File: src/pom_consts.vh
// constants for the port output function mux
`ifndef POM_CONSTS_VH
`define POM_CONSTS_VH
`define POM_ADDR_W 10
`define POM_OFS_SEL_A6 10'h3B0
`define POM_OFS_SEL_A7 10'h3B1
`define POM_OFS_SEL_A8 10'h3B4
`define POM_OFS_SEL_A9 10'h3B5
`define POM_OFS_SEL_B6 10'h3B8
`define POM_OFS_SEL_B7 10'h3B9
`define POM_OFS_SEL_B8 10'h3BA
`define POM_OFS_SEL_B9 10'h3BB
`define POM_OFS_SEL_C 10'h3AF
`define POM_OFS_FORMAT 10'h3FF
`define POM_OFS_PROTECT 10'h00A
`define POM_OFS_KEYCTL 10'h093
`define POM_RST_SEL 8'h00
`define POM_RST_SEL_B7 8'h40
`define POM_SEL_A8_MASK 8'h03
`define POM_SEL_C_MASK 8'h9F
`define POM_SEL_B7_MASK 8'h7F
`define POM_PROT_EN_BIT 2
`define POM_ISO_BIT 7
`define POM_KEY_IR_BIT 3
`define POM_UNDEF_READ 4'h0
`endif

File: src/pom_pin_cell.v
// one pin cell: output source, enable and format
`timescale 1ns/10ps
module pom_pin_cell (
    input wire sel_periph_i,
    input wire periph_out_i,
    input wire latch_i,
    input wire dir_i,
    input wire open_drain_i,
    output wire pin_o,
    output wire pin_oe_o
);
    // port latch and direction rule while peripheral use is off
    wire val = sel_periph_i ? periph_out_i : latch_i;
    wire drv = sel_periph_i | dir_i;
    assign pin_o = val;
    // open drain: only a low level is driven, the p-channel stays off
    assign pin_oe_o = drv & ~(open_drain_i & val);
endmodule

File: src/pom_top.v
// register file and pin routing for ports 1 and 6 to 10
//
// Decided for this implementation: the plain strobed port.
`timescale 1ns/10ps
`include "pom_consts.vh"
module pom_top (
    input wire REF_CLK_I,
    input wire RST_B_I,
    input wire [`POM_ADDR_W-1:0] ADDR_I,
    input wire [7:0] WDATA_I,
    input wire WR_I,
    input wire RD_I,
    output reg [7:0] RDATA_O,
    input wire [7:0] P1_LATCH_I,
    input wire [7:0] P1_DIR_I,
    input wire [39:0] PX_LATCH_I,
    input wire [39:0] PX_DIR_I,
    input wire [39:0] PX_PIN_I,
    input wire [39:0] PERIPH_OUT_A_I,
    input wire [39:0] PERIPH_OUT_B_I,
    input wire [39:0] PERIPH_OUT_C_I,
    input wire KEY_EDGE_I,
    output reg [7:0] P1_PIN_O,
    output reg [7:0] P1_PIN_OE_O,
    output reg [39:0] PX_PIN_O,
    output reg [39:0] PX_PIN_OE_O,
    output reg [39:0] PERIPH_IN_O,
    output reg [7:0] PORT10_READ_O,
    output reg [5:0] ANALOG_CONNECT_O,
    output reg KEY_IR_O
);
    // pin vector order: port 6 bits 0-7, port 7 8-15, port 8 16-23, port 9 24-31, port 10 32-39
    reg [7:0] sel_a6_ff;
    reg [7:0] sel_a7_ff;
    reg [7:0] sel_a8_ff;
    reg [7:0] sel_a9_ff;
    reg [7:0] sel_b6_ff;
    reg [7:0] sel_b7_ff;
    reg [7:0] sel_b8_ff;
    reg [7:0] sel_b9_ff;
    reg [7:0] sel_c_ff;
    reg fmt_ff;
    reg prot_en_ff;
    reg key_ir_ff;
    reg [7:0] nxt_rdata;
    wire iso10 = sel_c_ff[`POM_ISO_BIT];
    wire wr_a9 = WR_I & (ADDR_I == `POM_OFS_SEL_A9);
    wire wr_key = WR_I & (ADDR_I == `POM_OFS_KEYCTL);

    always @(posedge REF_CLK_I or negedge RST_B_I) begin
        if (!RST_B_I) begin
            sel_a6_ff <= `POM_RST_SEL;
            sel_a7_ff <= `POM_RST_SEL;
            sel_a8_ff <= `POM_RST_SEL;
            sel_a9_ff <= `POM_RST_SEL;
            sel_b6_ff <= `POM_RST_SEL;
            sel_b7_ff <= `POM_RST_SEL_B7;
            sel_b8_ff <= `POM_RST_SEL;
            sel_b9_ff <= `POM_RST_SEL;
            sel_c_ff <= `POM_RST_SEL;
            fmt_ff <= 1'b0;
            prot_en_ff <= 1'b0;
            key_ir_ff <= 1'b0;
        end else begin
            if (WR_I) begin
                case (ADDR_I)
                    `POM_OFS_SEL_A6: sel_a6_ff <= WDATA_I;
                    // select-A bit 7 of port 7 has no output function
                    `POM_OFS_SEL_A7: sel_a7_ff <= WDATA_I & `POM_SEL_B7_MASK;
                    `POM_OFS_SEL_A8: sel_a8_ff <= WDATA_I & `POM_SEL_A8_MASK;
                    `POM_OFS_SEL_B6: sel_b6_ff <= WDATA_I;
                    `POM_OFS_SEL_B7: sel_b7_ff <= WDATA_I & `POM_SEL_B7_MASK;
                    `POM_OFS_SEL_B8: sel_b8_ff <= WDATA_I;
                    `POM_OFS_SEL_B9: sel_b9_ff <= WDATA_I;
                    `POM_OFS_SEL_C: sel_c_ff <= WDATA_I & `POM_SEL_C_MASK;
                    `POM_OFS_FORMAT: fmt_ff <= WDATA_I[0];
                    default: begin
                    end
                endcase
            end
            // the enable admits one write to select-A 9, then closes
            if (WR_I && ADDR_I == `POM_OFS_PROTECT) begin
                prot_en_ff <= WDATA_I[`POM_PROT_EN_BIT];
            end else if (wr_a9) begin
                prot_en_ff <= 1'b0;
            end
            if (wr_a9 && prot_en_ff) begin
                sel_a9_ff <= WDATA_I;
            end
            // set wins over a software clear; isolation forces the flag clear
            if (iso10) begin
                key_ir_ff <= 1'b0;
            end else if (KEY_EDGE_I) begin
                key_ir_ff <= 1'b1;
            end else if (wr_key && !WDATA_I[`POM_KEY_IR_BIT]) begin
                key_ir_ff <= 1'b0;
            end
        end
    end

    always @* begin
        nxt_rdata = 8'h00;
        if (RD_I) begin
            case (ADDR_I)
                `POM_OFS_SEL_A6: nxt_rdata = sel_a6_ff;
                `POM_OFS_SEL_A7: nxt_rdata = sel_a7_ff;
                `POM_OFS_SEL_A8: nxt_rdata = sel_a8_ff;
                `POM_OFS_SEL_A9: nxt_rdata = sel_a9_ff;
                `POM_OFS_SEL_B6: nxt_rdata = sel_b6_ff;
                `POM_OFS_SEL_B7: nxt_rdata = sel_b7_ff;
                `POM_OFS_SEL_B8: nxt_rdata = sel_b8_ff;
                `POM_OFS_SEL_B9: nxt_rdata = sel_b9_ff;
                `POM_OFS_SEL_C: nxt_rdata = sel_c_ff;
                `POM_OFS_FORMAT: nxt_rdata = {7'h00, fmt_ff};
                `POM_OFS_PROTECT: nxt_rdata = {5'h00, prot_en_ff, 2'h0};
                `POM_OFS_KEYCTL: nxt_rdata = {4'h0, key_ir_ff, 3'h0};
                default: nxt_rdata = 8'h00;
            endcase
        end
    end

    // per-pin select-A and select-B, c for the port 7 / port 10 select-C
    wire [39:0] sel_a = {8'h00, sel_a9_ff, sel_a8_ff, sel_a7_ff, sel_a6_ff};
    wire [39:0] sel_b = {8'h00, sel_b9_ff, sel_b8_ff, sel_b7_ff, sel_b6_ff};
    wire [39:0] sel_c = {24'h000000, sel_c_ff, 8'h00};
    // analog isolation per pin: p9_3..p9_6 via select-B 9 bits 3-6, p10_4..p10_7 via select-C 7
    wire [39:0] iso = {{4{iso10}}, 4'h0, 1'b0, sel_b9_ff[6:3], 3'h0, 24'h000000};
    reg [39:0] p_val;
    integer k;

    // source choice: a = first alternative, b = select-B bit set except on p9_3..p9_6, c = select-C bit set on port 7 bits 0-4 with select-B clear
    always @* begin
        for (k = 0; k < 40; k = k + 1) begin
            if (k >= 8 && k < 13) begin
                p_val[k] = sel_b[k] ? PERIPH_OUT_B_I[k] :
                    (sel_c[k] ? PERIPH_OUT_C_I[k] : PERIPH_OUT_A_I[k]);
            end else if (k >= 27 && k < 31) begin
                p_val[k] = PERIPH_OUT_A_I[k];
            end else begin
                p_val[k] = sel_b[k] ? PERIPH_OUT_B_I[k] : PERIPH_OUT_A_I[k];
            end
        end
    end

    wire [39:0] px_pin;
    wire [39:0] px_oe;
    wire [7:0] p1_pin;
    wire [7:0] p1_oe;
    genvar g;
    generate
        for (g = 0; g < 48; g = g + 1) begin : g_pin
            if (g < 40) begin : g_px
                pom_pin_cell u_cell (
                    .sel_periph_i(sel_a[g]),
                    .periph_out_i(p_val[g]),
                    .latch_i(PX_LATCH_I[g]),
                    .dir_i(PX_DIR_I[g]),
                    .open_drain_i(1'b0),
                    .pin_o(px_pin[g]),
                    .pin_oe_o(px_oe[g])
                );
            end else begin : g_p1
                pom_pin_cell u_cell (
                    .sel_periph_i(1'b0),
                    .periph_out_i(1'b0),
                    .latch_i(P1_LATCH_I[g-40]),
                    .dir_i(P1_DIR_I[g-40]),
                    .open_drain_i(fmt_ff),
                    .pin_o(p1_pin[g-40]),
                    .pin_oe_o(p1_oe[g-40])
                );
            end
        end
    endgenerate

    // dac and analog pins stop driving as digital outputs when isolated
    always @(posedge REF_CLK_I or negedge RST_B_I) begin
        if (!RST_B_I) begin
            RDATA_O <= 8'h00;
            P1_PIN_O <= 8'h00;
            P1_PIN_OE_O <= 8'h00;
            PX_PIN_O <= 40'h0000000000;
            PX_PIN_OE_O <= 40'h0000000000;
            PERIPH_IN_O <= 40'h0000000000;
            PORT10_READ_O <= 8'h00;
            ANALOG_CONNECT_O <= 6'h00;
            KEY_IR_O <= 1'b0;
        end else begin
            RDATA_O <= nxt_rdata;
            P1_PIN_O <= p1_pin;
            P1_PIN_OE_O <= p1_oe;
            PX_PIN_O <= px_pin;
            PX_PIN_OE_O <= px_oe & ~iso;
            PERIPH_IN_O <= PX_PIN_I & ~iso;
            // undefined bits are shown as a fixed zero
            PORT10_READ_O <= iso10 ? {`POM_UNDEF_READ, PX_PIN_I[35:32]} : PX_PIN_I[39:32];
            ANALOG_CONNECT_O <= {sel_b9_ff[6:3], iso10, iso10};
            KEY_IR_O <= key_ir_ff & ~iso10;
        end
    end
endmodule

File: config.mk
export PLATFORM = sky130hd
export DESIGN_NAME = pom_top
export DESIGN_NICKNAME = d
export VERILOG_FILES = /design/src/pom_pin_cell.v /design/src/pom_top.v
export VERILOG_INCLUDE_DIRS = /design/src
export SDC_FILE = /design/constraint.sdc
export NUM_CORES = 1
export LEC_CHECK = 0
export BUFFER_PORTS_ARGS = -buffer_cell sky130_fd_sc_hd__buf_2
export CAP_MARGIN = 0
export CORE_AREA = 10 10 161 163
export CTS_CLUSTER_SIZE = 25
export DETAILED_ROUTE_END_ITERATION = 7
export DIE_AREA = 0 0 171 173
export PLACE_DENSITY_LB_ADDON = 0.08
export SYNTH_ARGS = -nofsm -noshare
export SYNTH_HDL_FRONTEND = slang
export SYNTH_HIERARCHICAL = 1
export SYNTH_SLANG_ARGS = --single-unit
File: constraint.sdc
create_clock -name REF_CLK_I -period 1.4 [get_ports REF_CLK_I]
set_input_delay 0.28 -clock REF_CLK_I [delete_from_list [all_inputs] [get_ports REF_CLK_I]]
set_output_delay 0.28 -clock REF_CLK_I [all_outputs]
set_load 0.02 [all_outputs]
After elaboration in Yosys (flattened, before gate mapping)
Index checks and enable logic that the tools add are counted.
{ "totals": {"reg_bits": 224, "inputBits": 279, "output_inout_bits": 159, "wordCells": 163} }
{ "op_classes": {"eq_ne": 12, "n_mux": 59, "bitwise_logic": 56, "n_reduce_logical": 15} }
{ "ops": {"columns": ["operator", "count"], "rows": [
  ["equality test 10 bit, second input constant", 10],
  ["one-hot mux 8 bit (12 select lines)", 1],
  ["bitwise AND 40 bit", 2],
  ["two-way mux 1 bit", 56],
  ["inverter 40 bit", 1],
  ["bitwise OR 1 bit", 25],
  ["bitwise AND 1 bit", 19],
  ["AND reduction 2 bit", 9],
  ["two-way mux 8 bit", 2],
  ["equality test 10 x 4 -> 1 bit, second input constant", 1],
  ["equality test 10 x 8 -> 1 bit, second input constant", 1],
  ["inverter 1 bit", 9],
  ["logical AND 1 bit", 3],
  ["nonzero test 3 bit", 1],
  ["nonzero test 2 bit", 1],
  ["zero test 1 bit", 1]
]} }

Logic depth before layout (Yosys ltp)
{ "depth": {"ltp_word": 6, "ltp_mapped": 7, "ltp_nobuf": 5} }

Hierarchy
The synthesis kept the hierarchy.
{ "by_module_without_submodules": {"columns": ["mod", "instances", "cells_per_inst", "area_per_inst_um2", "seq_area_each_um2"], "rows": [
  ["pom_top", 1, 482, 7646.1, 5381.4],
  ["pom_pin_cell", 48, 4, 35.0, 0.0]
]} }

Least setup slack after synthesis
OpenSTA, ideal clock, no wires.
{ "synth_timing": {"path_type": "in2reg", "from": "input ADDR_I[1]", "to": "register sel_a9_ff[1]", "setup_ns": 0.125, "arrival_ns": 1.648, "t_required_ns": 1.275, "slack_ns": -0.373, "path_stages": 7, "path_buffers": 3, "cell_sequence": "buf_4 -> and4b_1 -> clkbuf_1 -> and2_4 -> and3_1 -> buf_4 -> mux2_2"} }
{ "synth_between": {"elab_chain_cells": 3} }
{ "synth_rtl": {"columns": ["element", "line", "text"], "rows": [
  ["start, declared", "pom_top.v:9", "input wire [`POM_ADDR_W-1:0] ADDR_I,"],
  ["equality test 10 bit", null, null],
  ["bitwise AND 1 bit", "pom_top.v:47", "wire wr_a9 = WR_I & (ADDR_I == `POM_OFS_SEL_A9);"],
  ["logical AND 1 bit", "pom_top.v:87", "if (wr_a9 && prot_en_ff) begin"],
  ["end signal, assigned", "pom_top.v:55", "sel_a9_ff <= `POM_RST_SEL;"],
  ["end, declared", "pom_top.v:36", "reg [7:0] sel_a9_ff;"]
]} }
Every way passes these cells.
A chain may end at the register's enable or synchronous reset.

Worst setup path in the final report
{ "layout_timing": {"from": "register PORT10_READ_O[3]", "to": "output PORT10_READ_O[3]"} }
{ "layout_lines": {"columns": ["element", "line", "text"], "rows": [
  ["start, declared", "pom_top.v:28", "output reg [7:0] PORT10_READ_O,"],
  ["start signal, assigned", "pom_top.v:196", "PORT10_READ_O <= iso10 ? {`POM_UNDEF_READ, PX_PIN_I[35:32]} : PX_PIN_I[39:32];"]
]} }
No word-level cell between the ends.

==> flow_metrics.tcl <==
set metrics [dict create \
    status "completed" \
    routed_wl_mm 31.28 \
    netlist_top_cells_area "dfrtp_1, mux2_2, mux2_4, a21boi_0, o21a_1" \
    cap_violations 0 \
    numClockSinks 215 \
    cts_root_buf "clkbuf_16" \
    reg2reg_to "RDATA_O[6]" \
    place_area_um2 12750 \
    hpwl_mm 24.04 \
    hold_violations 0 \
    rr_startpoint "sel_b9_ff[6]" \
    grt_usage 0.2038 \
    clock_path_buffers 3 \
    fp.dieH_um 173 \
    reg2reg_setup_slack_ns 0.07 \
    numCtsBuffers 24 \
    hp-class "in2reg" \
    maxSlewViolCount 0 \
    powerDensity_nw_per_um2 1044 \
    crit_type "reg2out" \
    ys_types 54 \
    layout_commonest_cell "buf_2" \
    drive_gt1_frac 0.4729 \
    ant_nets 0 \
    seq_area_um2 5381 \
    crit_buf_inv 1 \
    finalPower_w 0.01503 \
    fillers 1844 \
    row_count 55 \
    synthSimpleGateAreaFrac 0.08773 \
    reg.largest.list "PX_PIN_OE_O: 40 flops, PX_PIN_O: 40 flops, PERIPH_IN_O: 33 flops" \
    die_w_um 171 \
    coreArea_um2 22570 \
    ys_warn_count 6 \
    min_to "PX_PIN_O[15]" \
    synth_top_area_frac 0.5741 \
    drt_iter0_drc 430 \
    path_max_fanout 2 \
    tns_ns 0 \
    clkTransAtPathRegs_ns 0.06 \
    synthAdderAreaFrac 0 \
    cp_top_family "flip-flops" \
    grt_pass1_vias 8179 \
    worstHoldPathCells 2 \
    p_leak_nw 7.289 \
    setup_viol 0 \
    synthMuxAreaShare 0.2093 \
    yosysTopAreaCell "dfrtp_1" \
    yosysSeqAreaShare 0.5769 \
    critPathCaptureType "output pin" \
    async_flop_share 1.000 \
    synth_top_family_by_area "multiplexers" \
    stdcell_area_um2 14390 \
    hold_path.startpoint "PX_LATCH_I[15]" \
    critPathRequiredTime_ns 1.12 \
    synthCells 674 \
    path_cells "buf_2" \
    slowest_delay_ns 0.39 \
    grt_pass1_wl_mm 47.39 \
    io_pins 438 \
    synth-seq-cells 215 \
    first_pass_iters 4 \
    gp_congestion 0.9428 \
    whs_ns 0.01392 \
    cts_tree "done" \
    area_growth_pct 54.30 \
    period_share 0.9733 \
    cts_resized 0 \
    initial_core_util 0.4132 \
    vias_per_cell 4.584 \
    yosys.area_share.xor_xnor 0.0009390 \
    synthFlopType "dfrtp_1" \
    layout_common_cells "buf_2, dfrtp_1, conb_1, mux2_2, dlygate4sd3_1" \
    clock_skew_ns 0.01072 \
    rsz0062_at_grt "no" \
    vias 7737 \
    h-tree-depth 1 \
    grt_max_degree 46 \
    critPathLaunchType "flip-flop" \
    worstSkewPairLatency_ns 0.52 \
    cp_slowest_cell "dfrtp_1" \
    avgRoutedWirePerCell_um 18.53 \
    r2r_cells 4 \
    syn_area_per_cell_um2 13.84 \
    worst_ep_arrival_time_ns 1.08 \
    grt_remaining_overflow 0 \
    finalCriticalPeriod_ns 1.363 \
    antenna_found_initial 0 \
    portBuffers 389 \
    multi_input_area_um2 4434 \
    fmax_mhz 733.9 \
    layout.nets 1663 \
    drcViolationCount 0 \
    synth-compound-area-share 0.1073 \
    synth-edff-count 0 \
    dieArea_um2 29580 \
    post_synth_instance_area_um2 9328 \
    max-vdd-ir-drop_mv 0.5965 \
]
synth_stat cells, types with 3 or more instances:
cell      instances
nand3_2           3
buf_4            13
o21ai_0           9
mux2_4           56
nor3_1            3
nand2_1          21
a21oi_1           7
and4b_1           3
mux2i_1          12
a32oi_1           3
a21boi_0         48
a22oi_1           3
clkbuf_1          4
dfrtp_1         214
nor2_1           11
buf_2             4
mux2_2           86
a22o_1            3
o21a_1           48
a31oi_1           8
nand3_1          57
nor2b_1          19
area by class of cell:
type	count	area share
flip-flops and latches	215	0.3739
multi-input cells	598	0.3081
repair buffers	544	0.2359
clock buffers	41	0.05390
well taps	285	0.02478
clock inverters	3	0.002956
inverters	1	0.0002608
diodes	1	0.0001739
layer usage:
layer,vias to the layer above,global-route usage,routed length (um)
li1,3735,-,-
met1,3683,0.2427,12400
met2,277,0.3537,15700
met3,42,0.06103,2705
met4,0,0.04132,471
met5,-,0,0
worst max-delay path by stage:
stage | from | end | slack, ns | cells after the start
after detailed placement | ADDR_I[3] | RDATA_O[2] | -0.44 | 7
final | PORT10_READ_O[3] | PORT10_READ_O[3] | 0.04 | 1
after floorplan | ADDR_I[6] | sel_b8_ff[0] | -0.30 | 6
after CTS | PORT10_READ_O[4] | PERIPH_IN_O[36] | 0.03 | 1
after global routing | PORT10_READ_O[3] | PORT10_READ_O[3] | 0.008 | 1
after global placement | ADDR_I[3] | RDATA_O[2] | -0.44 | 7
where the power goes:
group	internal, W	leakage [nW]	switching (W)
logic	0.000977	4.22	0.00106
clock network	0.00393	0.399	0.00250
registers	0.00648	2.67	0.0000947
total	0.0114	7.29	0.00365
metrics by stage:
| stage | setup WS (ns) | instances | utilization |
|---|---|---|---|
| finish | 0.03744 | 1688 | 0.6376 |
| global route | 0.008195 | 1687 | 0.6375 |
| CTS | 0.02842 | 1686 | 0.6366 |
| detailed placement | -0.4357 | 1562 | 0.5649 |
| global placement | -0.4416 | 1562 | 0.5649 |
| floorplan | -0.3009 | 838 | - |
repair_timing:
item                       4_1_cts  5_1_grt
hold buffers                    80        0
setup endpoints to repair        0        4
buffers inserted                 0        1
hold endpoints to repair       137        0
cell families (layout without fill, tap and decap cells):
kind of cell    count (synthesis)  in the layout
flops                         215            215
mux                           155            155
simple gates                  139            139
compound gates                138            138
buf+inv                        25            589
other cells                     1            166
xor+xnor                        1              1
(Power assumes the default switching activity.)
